==> src/vpl_pkg.sv <==
`default_nettype none
package vpl_pkg;

  // ****************************************
  // Widths and encodings
  // ****************************************
  localparam int VW         = 16;   // Voltage and current magnitude width
  localparam int PCTW       = 8;    // Percentage width
  localparam int TW         = 16;   // Delay counter width, in ms ticks
  localparam logic [1:0] PICK_ONE   = 2'h0;
  localparam logic [1:0] PICK_TWO   = 2'h1;
  localparam logic [1:0] PICK_THREE = 2'h2;
  localparam logic [7:0] PCT_FULL   = 8'h64;  // 100 percent
  localparam logic [7:0] OV_DROP_PCT  = 8'h61; // 97 percent release point
  localparam logic [7:0] UV_DROP_PCT  = 8'h67; // 103 percent release point
  // Root three approximated as 4433 / 7678 inverse: scale by 37837 / 65536
  localparam logic [15:0] INV_ROOT3_Q16 = 16'h93CD;

  // ****************************************
  // Timing
  // ****************************************
  localparam int CLK_HZ     = 40_000_000;
  localparam int TICK_US    = 1000;
  localparam int TICK_CYC   = CLK_HZ / 1_000_000 * TICK_US;

  // Element settings
  typedef struct packed {
    logic            under_mode;   // 1 undervoltage, 0 overvoltage
    logic            meas_p2p;     // Measuring mode phase to phase
    logic [1:0]      pick_rule;    // One, two or three of three
    logic [PCTW-1:0] pickup_pct;   // Threshold in percent of nominal
    logic [PCTW-1:0] dropout_pct;  // Release point in percent of threshold
    logic [TW-1:0]   trip_delay;   // Trip delay in ms ticks
  } vpl_phase_set_type;

  typedef struct packed {
    logic            under_mode;
    logic            src_calc;     // Residual source calculated
    logic            superv_only;  // Alarm only, no trip
    logic [PCTW-1:0] pickup_pct;
    logic [TW-1:0]   trip_delay;
  } vpl_resid_set_type;

  typedef enum logic [1:0] {VPL_IDLE, VPL_TIMING, VPL_TRIPPED} vpl_state_type;

endpackage
`default_nettype wire

==> src/vpl_voltage_protection.sv <==
`timescale 1ns/100ps
`default_nettype none
module vpl_voltage_protection #(
  parameter int TICK_CYCLES = vpl_pkg::TICK_CYC
) (
  input  wire logic                       CORE_CLK_I,
  input  wire logic                       RST_N_I,
  input  wire logic                       CLK_EN_I,
  input  wire logic                       VT_CONNECTION_TYPE_I,   // 1 line-to-line
  input  wire logic [vpl_pkg::VW-1:0]     PHASE_VT_SECONDARY_RATING_I,
  input  wire logic [vpl_pkg::VW-1:0]     AUX_VT_SECONDARY_RATING_I,
  input  wire logic [3*vpl_pkg::VW-1:0]   PHASE_VOLT_I,
  input  wire logic [3*vpl_pkg::VW-1:0]   PHASE_CURR_I,
  input  wire logic [vpl_pkg::VW-1:0]     AUX_VOLT_I,
  input  wire logic [vpl_pkg::VW-1:0]     CALC_RESID_VOLT_I,
  input  wire vpl_pkg::vpl_phase_set_type PHASE_SET_I,
  input  wire vpl_pkg::vpl_resid_set_type RESIDUAL_SET_I,
  input  wire logic                       IMIN_CHECK_EN_I,
  input  wire logic [vpl_pkg::VW-1:0]     IMIN_LIMIT_I,
  input  wire logic [vpl_pkg::TW-1:0]     IMIN_RELEASE_DELAY_I,
  output logic [2:0]                      PHASE_ALARM_O,
  output logic                            PHASE_TRIP_O,
  output logic                            RESIDUAL_VOLTAGE_ELEMENT_ALARM_O,
  output logic                            RESIDUAL_VOLTAGE_ELEMENT_TRIP_O,
  output logic                            UV_BLOCKED_O,
  output logic                            RESID_SRC_VALID_O
);

  // Refuse a tick divider the counter cannot serve
  if (TICK_CYCLES < 1) begin : g_bad_tick
    $error("TICK_CYCLES must be at least one");
  end

  localparam int W  = vpl_pkg::VW;
  localparam int PW = vpl_pkg::PCTW;

  // ****************************************
  // Millisecond tick
  // ****************************************
  logic [31:0] tick_cnt;
  logic        tick;
  always_ff @(posedge CORE_CLK_I) begin
    if (!RST_N_I) begin
      tick_cnt <= 32'h0;
      tick     <= 1'b0;
    end else if (CLK_EN_I) begin
      tick <= (tick_cnt == 32'(TICK_CYCLES - 1));
      tick_cnt <= (tick_cnt == 32'(TICK_CYCLES - 1)) ? 32'h0 : tick_cnt + 32'h1;
    end
  end

  // ****************************************
  // Nominal references
  // ****************************************
  logic          eff_p2p;
  logic [W-1:0]  phase_nom;
  logic [W-1:0]  resid_nom;
  logic          src_valid;
  logic [W-1:0]  resid_meas;
  logic [W+15:0] star_prod;
  assign eff_p2p    = VT_CONNECTION_TYPE_I | PHASE_SET_I.meas_p2p;
  assign star_prod  = PHASE_VT_SECONDARY_RATING_I * vpl_pkg::INV_ROOT3_Q16;
  assign phase_nom  = eff_p2p ? PHASE_VT_SECONDARY_RATING_I : star_prod[W+15:16];
  assign src_valid  = !(RESIDUAL_SET_I.src_calc && VT_CONNECTION_TYPE_I);
  assign resid_nom  = RESIDUAL_SET_I.src_calc ? PHASE_VT_SECONDARY_RATING_I
                                              : AUX_VT_SECONDARY_RATING_I;
  assign resid_meas = RESIDUAL_SET_I.src_calc ? CALC_RESID_VOLT_I : AUX_VOLT_I;

  // Thresholds scaled by 100: compare value*100*100 against nom*pct*drop
  logic [W+PW-1:0]    ph_thr100;
  logic [W+2*PW-1:0]  ph_drop100;
  logic [W+PW-1:0]    rs_thr100;
  logic [W+2*PW-1:0]  rs_drop100;
  logic [PW-1:0]      rs_drop_pct;
  assign ph_thr100   = phase_nom * PHASE_SET_I.pickup_pct;
  assign ph_drop100  = ph_thr100 * PHASE_SET_I.dropout_pct;
  assign rs_drop_pct = RESIDUAL_SET_I.under_mode ? vpl_pkg::UV_DROP_PCT
                                                 : vpl_pkg::OV_DROP_PCT;
  assign rs_thr100   = resid_nom * RESIDUAL_SET_I.pickup_pct;
  assign rs_drop100  = rs_thr100 * rs_drop_pct;

  // ****************************************
  // Per-phase pickup with hysteresis
  // ****************************************
  logic [2:0] ph_pick;
  logic [2:0] ph_live;
  genvar g;
  generate
    for (g = 0; g < 3; g++) begin : g_phase
      logic [W-1:0]      v;
      logic [W+PW-1:0]   v100;
      logic [W+2*PW-1:0] v10k;
      logic              pick;
      assign ph_pick[g] = pick;
      assign v    = PHASE_VOLT_I[g*W +: W];
      assign v100 = v * vpl_pkg::PCT_FULL;
      assign v10k = v100 * vpl_pkg::PCT_FULL;
      assign ph_live[g] = PHASE_CURR_I[g*W +: W] >= IMIN_LIMIT_I;
      // Picked up holds until the release point is crossed
      always_ff @(posedge CORE_CLK_I) begin
        if (!RST_N_I) begin
          pick <= 1'b0;
        end else if (CLK_EN_I) begin
          if (PHASE_SET_I.under_mode) begin
            pick <= pick ? (v10k < ph_drop100)
                         : (v100 < ph_thr100);
          end else begin
            pick <= pick ? (v10k > ph_drop100)
                         : (v100 > ph_thr100);
          end
        end
      end
    end
  endgenerate

  // Phase count vote
  logic [1:0] pick_cnt;
  logic       ph_vote;
  assign pick_cnt = 2'(ph_pick[0]) + 2'(ph_pick[1]) + 2'(ph_pick[2]);
  always_comb begin
    case (PHASE_SET_I.pick_rule)
      vpl_pkg::PICK_ONE:   ph_vote = (pick_cnt >= 2'h1);
      vpl_pkg::PICK_TWO:   ph_vote = (pick_cnt >= 2'h2);
      vpl_pkg::PICK_THREE: ph_vote = (pick_cnt == 2'h3);
      default:             ph_vote = (pick_cnt == 2'h3);
    endcase
  end

  // ****************************************
  // Minimum current block and release delay
  // ****************************************
  logic                  uv_block;
  logic [vpl_pkg::TW-1:0] rel_cnt;
  always_ff @(posedge CORE_CLK_I) begin
    if (!RST_N_I) begin
      uv_block <= 1'b0;
      rel_cnt  <= '0;
    end else if (CLK_EN_I) begin
      if (!IMIN_CHECK_EN_I || !PHASE_SET_I.under_mode) begin
        uv_block <= 1'b0;
        rel_cnt  <= '0;
      end else if (ph_live == 3'h0) begin
        uv_block <= 1'b1;
        rel_cnt  <= '0;
      end else if (uv_block) begin
        if (rel_cnt >= IMIN_RELEASE_DELAY_I) begin
          uv_block <= 1'b0;
        end else if (tick) begin
          rel_cnt <= rel_cnt + 1'b1;
        end
      end
    end
  end

  // ****************************************
  // Residual element pickup
  // ****************************************
  logic            rs_pick;
  logic [W+PW-1:0] r100;
  logic [W+2*PW-1:0] r10k;
  assign r100 = resid_meas * vpl_pkg::PCT_FULL;
  assign r10k = r100 * vpl_pkg::PCT_FULL;
  always_ff @(posedge CORE_CLK_I) begin
    if (!RST_N_I) begin
      rs_pick <= 1'b0;
    end else if (CLK_EN_I) begin
      if (!src_valid) begin
        rs_pick <= 1'b0;
      end else if (RESIDUAL_SET_I.under_mode) begin
        rs_pick <= rs_pick ? (r10k < rs_drop100) : (r100 < rs_thr100);
      end else begin
        rs_pick <= rs_pick ? (r10k > rs_drop100) : (r100 > rs_thr100);
      end
    end
  end

  // ****************************************
  // Alarm and trip timers
  // ****************************************
  logic                   ph_act;
  logic [vpl_pkg::TW-1:0] ph_tmr;
  logic [vpl_pkg::TW-1:0] rs_tmr;
  assign ph_act = ph_vote && !(uv_block && PHASE_SET_I.under_mode);

  // Phase element alarm and trip
  always_ff @(posedge CORE_CLK_I) begin
    if (!RST_N_I) begin
      ph_tmr        <= '0;
      PHASE_ALARM_O <= 3'h0;
      PHASE_TRIP_O  <= 1'b0;
    end else if (CLK_EN_I) begin
      if (ph_act) begin
        PHASE_ALARM_O <= ph_pick;
        if (ph_tmr >= PHASE_SET_I.trip_delay) begin
          PHASE_TRIP_O <= 1'b1;
        end else if (tick) begin
          ph_tmr <= ph_tmr + 1'b1;
        end
      end else begin
        PHASE_ALARM_O <= 3'h0;
        PHASE_TRIP_O  <= 1'b0;
        ph_tmr        <= '0;
      end
    end
  end

  // Residual element alarm and trip
  always_ff @(posedge CORE_CLK_I) begin
    if (!RST_N_I) begin
      rs_tmr                           <= '0;
      RESIDUAL_VOLTAGE_ELEMENT_ALARM_O <= 1'b0;
      RESIDUAL_VOLTAGE_ELEMENT_TRIP_O  <= 1'b0;
    end else if (CLK_EN_I) begin
      if (rs_pick) begin
        RESIDUAL_VOLTAGE_ELEMENT_ALARM_O <= 1'b1;
        // Supervision-only pulls the trip down at once, expired or not
        if (rs_tmr >= RESIDUAL_SET_I.trip_delay || RESIDUAL_SET_I.superv_only) begin
          RESIDUAL_VOLTAGE_ELEMENT_TRIP_O <= !RESIDUAL_SET_I.superv_only;
        end
        if (rs_tmr < RESIDUAL_SET_I.trip_delay && tick) begin
          rs_tmr <= rs_tmr + 1'b1;
        end
      end else begin
        RESIDUAL_VOLTAGE_ELEMENT_ALARM_O <= 1'b0;
        RESIDUAL_VOLTAGE_ELEMENT_TRIP_O  <= 1'b0;
        rs_tmr                           <= '0;
      end
    end
  end

  // Status flags
  always_ff @(posedge CORE_CLK_I) begin
    if (!RST_N_I) begin
      UV_BLOCKED_O      <= 1'b0;
      RESID_SRC_VALID_O <= 1'b0;
    end else if (CLK_EN_I) begin
      UV_BLOCKED_O      <= uv_block;
      RESID_SRC_VALID_O <= src_valid;
    end
  end
endmodule
`default_nettype wire

==> config.mk <==
export PLATFORM = sky130hd
export DESIGN_NAME = vpl_voltage_protection
export DESIGN_NICKNAME = d
export VERILOG_FILES = /design/src/vpl_pkg.sv /design/src/vpl_voltage_protection.sv
export SDC_FILE = /design/constraint.sdc
export NUM_CORES = 2
export LEC_CHECK = 0
export BUFFER_PORTS_ARGS = -buffer_cell sky130_fd_sc_hd__clkbuf_2
export CAP_MARGIN = 20
export CORE_UTILIZATION = 52
export CTS_CLUSTER_DIAMETER = 150
export DETAILED_ROUTE_END_ITERATION = 12
export PLACE_DENSITY = 0.7
export SYNTH_ARGS = -nofsm -noshare
export SYNTH_HDL_FRONTEND = slang
export SYNTH_SLANG_ARGS = --single-unit
==> constraint.sdc <==
create_clock -name CORE_CLK_I -period 38.8 [get_ports CORE_CLK_I]
set_input_delay 7.76 -clock CORE_CLK_I [delete_from_list [all_inputs] [get_ports CORE_CLK_I]]
set_output_delay 7.76 -clock CORE_CLK_I [all_outputs]
set_load 0.005 [all_outputs]
After elaboration in Yosys (flattened, before gate mapping)
Index checks and enable logic that the tools add are counted.
{"block": "classes", "addsub": 6, "multipliers": 13, "order_cmp": 25, "n_eq_ne": 9, "mux": 39, "n_bitwise": 1, "n_reduce_logical": 20}
{"op": "two-way mux 16 bit", "n": 13}
{"op": "multiplier 21 x 5 -> 26 bit, second input constant", "n": 4}
{"op": ">= comparator 16 bit", "n": 6}
{"op": "> comparator 23 x 24 -> 1 bit", "n": 4}
{"op": "> comparator 30 x 32 -> 1 bit", "n": 3}
{"op": "< comparator 23 x 24 -> 1 bit", "n": 4}
{"op": "< comparator 30 x 32 -> 1 bit", "n": 3}
{"op": "multiplier 16 x 5 -> 21 bit, second input constant", "n": 4}
{"op": "adder 16 x 1 -> 16 bit, second input constant", "n": 3}
{"op": "multiplier 16 x 8 -> 24 bit", "n": 2}
{"op": "adder 32 x 1 -> 32 bit, second input constant", "n": 1}
{"op": "== test 32 x 16 -> 1 bit, second input constant", "n": 1}
{"op": "multiplier 16 x 16 -> 32 bit, second input constant", "n": 1}
{"op": "multiplier 24 x 8 -> 32 bit", "n": 1}
{"op": "two-way mux 32 bit", "n": 1}
{"op": "> comparator 30 x 31 -> 1 bit", "n": 1}
{"op": "< comparator 30 x 31 -> 1 bit", "n": 1}
{"op": "multiplier 24 x 7 -> 31 bit", "n": 1}
{"op": "two-way mux 1 bit", "n": 22}
{"op": "< comparator 16 bit", "n": 1}
{"op": "two-way mux 3 bit", "n": 2}
{"op": "inequality test 2 x 1 -> 1 bit, second input constant", "n": 3}
{"op": "AND reduction 2 bit", "n": 3}
{"op": "nonzero test 3 bit", "n": 2}
{"op": "other kinds (17)", "n": 26}
{"block": "word_totals", "regBits": 94, "input_bits": 260, "output_inout_bits": 8, "wordCells": 129}

Logic depth before layout (Yosys ltp)
{"block": "logic_depth", "ltp_word": 7, "ltp_mapped": 70, "ltp_nobuf": 70}

Least setup slack after synthesis
No wires, ideal clock.
{"block": "synth_timing", "kind": "input to register", "start": "input port PHASE_VT_SECONDARY_RATING_I[5] (netlist name)", "end": "register g_phase[1].pick", "setup_time_ns": 0.070, "arrival_time_ns": 22.737, "required_ns": 38.730, "path_slack_ns": 15.993, "path_stages": 67, "n_path_buf": 0, "cell_sequence": "inv_1 -> fa_1 -> inv_1 -> ha_1 -> inv_1 -> fa_1 -> inv_1 -> fa_1 -> fa_1 -> inv_1 -> fa_1 -> inv_1 -> ha_1 -> a21o_1 -> a211oi_1 -> o21ai_1 -> a21oi_2 -> a21oi_1 -> [31 not listed] -> ha_1 -> a21oi_1 -> o21ai_0 -> a21o_1 -> a21o_1 -> a21oi_1 -> xor2_1 -> ha_1 -> nand4_1 -> nor2_1 -> a21o_1 -> o31a_1 -> maj3_2 -> maj3_2 -> nand3_1 -> a41oi_1 -> o311a_1 -> o21ai_1"}
{"block": "synth_via", "elab_chain_cells": 7, "elab_cells_between_ends": 11, "classes_between": "mul: 3; order compare: 4; mux: 4"}
{"element": "from (decl)", "line_no": "vpl_voltage_protection.sv:10", "rtl": "input wire logic [vpl_pkg::VW-1:0] PHASE_VT_SECONDARY_RATING_I,"}
{"element": "multiplier 16 x 16 -> 32 bit", "line_no": "vpl_voltage_protection.sv:62", "rtl": "assign star_prod = PHASE_VT_SECONDARY_RATING_I * vpl_pkg::INV_ROOT3_Q16;"}
{"element": "two-way mux 16 bit *", "line_no": "vpl_voltage_protection.sv:63", "rtl": "assign phase_nom = eff_p2p ? PHASE_VT_SECONDARY_RATING_I : star_prod[W+15:16];"}
{"element": "multiplier 16 x 8 -> 24 bit *", "line_no": "vpl_voltage_protection.sv:75", "rtl": "assign ph_thr100 = phase_nom * PHASE_SET_I.pickup_pct;"}
{"element": "multiplier 24 x 8 -> 32 bit", "line_no": "vpl_voltage_protection.sv:76", "rtl": "assign ph_drop100 = ph_thr100 * PHASE_SET_I.dropout_pct;"}
{"element": "> comparator 30 x 32 -> 1 bit / < comparator 30 x 32 -> 1 bit (equally long branches)", "line_no": "vpl_voltage_protection.sv:108, vpl_voltage_protection.sv:105"}
{"element": "two-way mux 1 bit, on equally long branches", "line_no": "vpl_voltage_protection.sv:108, vpl_voltage_protection.sv:105"}
{"element": "two-way mux 1 bit *", "line_no": "vpl_voltage_protection.sv:104", "rtl": "if (PHASE_SET_I.under_mode) begin"}
{"element": "to (signal assigned)", "line_no": "vpl_voltage_protection.sv:105", "rtl": "pick <= pick ? (v10k < ph_drop100)"}
{"element": "to (signal assigned)", "line_no": "vpl_voltage_protection.sv:108", "rtl": "pick <= pick ? (v10k > ph_drop100)"}
{"element": "to (decl)", "line_no": "vpl_voltage_protection.sv:93", "rtl": "logic pick;"}
Mark *: on every way between the ends. The rest lies on a longest branch, timed or not.
A chain may end at the register's enable or synchronous reset.

Worst setup path in the final report
{"block": "layout_timing", "start": "input port PHASE_VT_SECONDARY_RATING_I[5] (netlist name)", "end": "register g_phase[0].pick"}
{"block": "layout_via", "elab_chain_cells": 7, "elab_cells_between_ends": 11, "classes_between": "mul: 3; order compare: 4; mux: 4"}
{"element": "multiplier 16 x 16 -> 32 bit", "line_no": "vpl_voltage_protection.sv:62"}
{"element": "two-way mux 16 bit *", "line_no": "vpl_voltage_protection.sv:63"}
{"element": "multiplier 16 x 8 -> 24 bit *", "line_no": "vpl_voltage_protection.sv:75"}
{"element": "multiplier 24 x 8 -> 32 bit", "line_no": "vpl_voltage_protection.sv:76"}
{"element": "> comparator 30 x 32 -> 1 bit / < comparator 30 x 32 -> 1 bit (equally long branches)", "line_no": "vpl_voltage_protection.sv:108, vpl_voltage_protection.sv:105"}
{"element": "two-way mux 1 bit, on equally long branches", "line_no": "vpl_voltage_protection.sv:108, vpl_voltage_protection.sv:105"}
{"element": "two-way mux 1 bit *", "line_no": "vpl_voltage_protection.sv:104"}
{"element": "to (signal assigned)", "line_no": "vpl_voltage_protection.sv:105"}
{"element": "to (signal assigned)", "line_no": "vpl_voltage_protection.sv:108"}
{"element": "to (decl)", "line_no": "vpl_voltage_protection.sv:93"}
Marks and branches as above.

==> impl_results.md <==
- Vias per Instance: 5.46
- Final setup TNS: 0 ns
- Hold Path Class: flop to flop
- Grt ovf: 0
- Clock Root Buffer: clkbuf_16
- Synth Warn #: 0
- Post-CTS Setup Bufs: 0
- Most used DFF post-synth: dfxtp_1
- Final setup vio count: 0
- Worst Path Required: 39.05 ns
- CTS sink cnt: 94
- First-pass GRT wire length: 195000 um
- Clk slew on worst S/H paths: 0.08 ns
- Max Root-Sink Buffers: 2
- CP max-delay cell: fa_1
- Final instance area: 50300 um2
- Crit start category: primary input
- CP Capture Type: flop
- Largest net degree at the start of global routing: 35
- Vias after detailed routing: 37.9k
- Register area: 1880 um2
- CTS Hold Bufs: 0
- Worst relative slew slack: 0.231
- Die ar.: 92500 um2
- R2R Setup Slk: 35.26 ns
- Footprint of the multi-input gates: 40900 um2
- # rows: 110
- Syn Area/Cell: 8.55 um2
- Clock latency on the worst-skew pair: 0.37 ns
- Count of different cell masters after synthesis: 107
- Pre-Repair DR Iteration Count: 5
- Resize count post-CTS: 0
- CP most frequent cell: fa_1
- Die Ht: 304 um
- Worst Path Arrival: 24.62 ns
- Most common cell after layout, fill and taps aside: inv_1
- Fill cells: 8413
- Worst-margin pin slew: 1.15 ns
- Mapped Cells: 5550
- Fin crit share: 0.628
- Finished Layout Cells: 6952
- # IOs: 268
- Die extent in x: 304 um
- Post-synth top area share: 0.293
- Post-synth EDFFs: 0
- RSZ-0062 raised after global routing: false
- Max FO, Critical Path: 10
- Cell Area, Placed: 50000 um2
- Layout cell share with drive strength beyond 1: 0.0667
- FF+latch count, synth: 94
- Worst Setup Path Type: primary input to flop
- Final min period: 24.37 ns
- Inserted Clock Buffers: 9
- GP Congestion: 0.947
- WL per Instance: 16.8 um
- Vias in the first global route: 39.0k
- Final antenna-violating net count: 0
- Area of the core: 90300 um2
- Slew Viols, Final: 0
- Synth top area cells: ha_1, fa_1, inv_1
- Syn Std Cell Area: 47500 um2
- Dpl hpwl: 102000 um
- Max stage delay on crit path: 0.54 ns
- Drt drc: 0
- DP Cell Count: 6933
- Layout Nets: 7696
- Initial antenna violation count: 0
- CTS tree: built
- Seq/Total Area, Yosys: 0.0396
- Max-Cap Viols: 0
- Initial core utilization: 0.526
- Hold Vio Cnt, Final: 0
- Number of H-tree levels: 3
- Area growth from synthesis to layout: 6.05%
- Highest-count cells in the layout ignoring fill and taps: inv_1, ha_1, fa_1
- Outcome: finished clean
- Syn nets: 7476
- PortBufs: 267
- Leading area contributor after synthesis: ha_1
- GRT Total Usage: 0.257
- Maximum clock rate: 41.0 MHz
- Total Routed Length: 117000 um
- Layout Skew: 0.0154 ns
- Async S/R FF share, synth: 0
- Drt initial violations: 1857
flip-flops by register name (all words and copies together) (netlist names):
name and count:
PHASE_ALARM_O 3, PHASE_TRIP_O 1, RESIDUAL_VOLTAGE_ELEMENT_ALARM_O 1, RESIDUAL_VOLTAGE_ELEMENT_TRIP_O 1
RESID_SRC_VALID_O 1, UV_BLOCKED_O 1, g_phase.pick 3, ph_tmr 16
rel_cnt 16, rs_pick 1, rs_tmr 16, tick 1
tick_cnt 32, uv_block 1
Yosys cell counts, types with 82 or more instances:
cell type	count
ha_1	1111
nand3_1	82
nor2_1	247
nor2b_1	119
fa_1	555
a21oi_1	248
xnor2_1	164
inv_1	1160
nand2_1	314
dfxtp_1	94
a21o_1	177
o21ai_0	163
xor2_1	120
and2_1	253
layout make-up:
| cell class | instances | area share |
|---|---|---|
| Antenna cell | 1 | 0.0000497 |
| Inverter | 1162 | 0.0866 |
| Multi-Input combinational cell | 4225 | 0.812 |
| Timing Repair Buffer | 278 | 0.0285 |
| Clock inverter | 5 | 0.00117 |
| Clock buffer | 11 | 0.00482 |
| Sequential cell | 94 | 0.0374 |
| Tap cell | 1176 | 0.0292 |
routing by layer:
metal,share of wire,track usage
met4,0.036,0.0842
met3,0.039,0.0214
met2,0.49,0.461
met1,0.44,0.324
met5,0,0
metrics by stage:
step	util	hold WS [ns]	setup WS, ns
after floorplan	-	0.458	15.99
after global placement	0.554	0.455	14.59
after detailed placement	0.554	0.461	14.20
after CTS	0.557	0.478	14.55
after global routing	0.558	0.506	13.35
final	0.558	0.476	14.43
path summary, 6_finish.rpt:
kind,start,to,cells past startpoint
max reg2reg,rs_tmr[1]$_SDFFE_PN0P_,rs_tmr[13]$_SDFFE_PN0P_,14
min reg2reg,PHASE_ALARM_O[1]$_SDFFE_PN0P_,PHASE_ALARM_O[1]$_SDFFE_PN0P_,2
min,PHASE_ALARM_O[1]$_SDFFE_PN0P_,PHASE_ALARM_O[1]$_SDFFE_PN0P_,2
max,PHASE_VT_SECONDARY_RATING_I[5],g_phase[0].pick$_SDFFE_PN0P_,70
kinds of logic after synthesis:
group,synth area share
multiplexers,0.0113
AO/OA/AOI/OAI,0.122
flip-flops,0.0396
AND/OR/NAND/NOR,0.147
XOR/XNOR,0.0533
adder cells (fa/ha/maj),0.528
buffers and inverters,0.0991
worst max-delay path, delay by kind of cell:
family / cells / cell delay (ns)
adder cells (fa/ha/maj): 18 / 7.98
buffers and inverters: 13 / 1.02
AND/OR/NAND/NOR: 11 / 1.17
AO/OA/AOI/OAI: 25 / 5.72
XOR/XNOR: 3 / 0.89
Power is not shown: default switching activity piles up to over one toggle a cycle in this logic, so the estimate is an artifact.
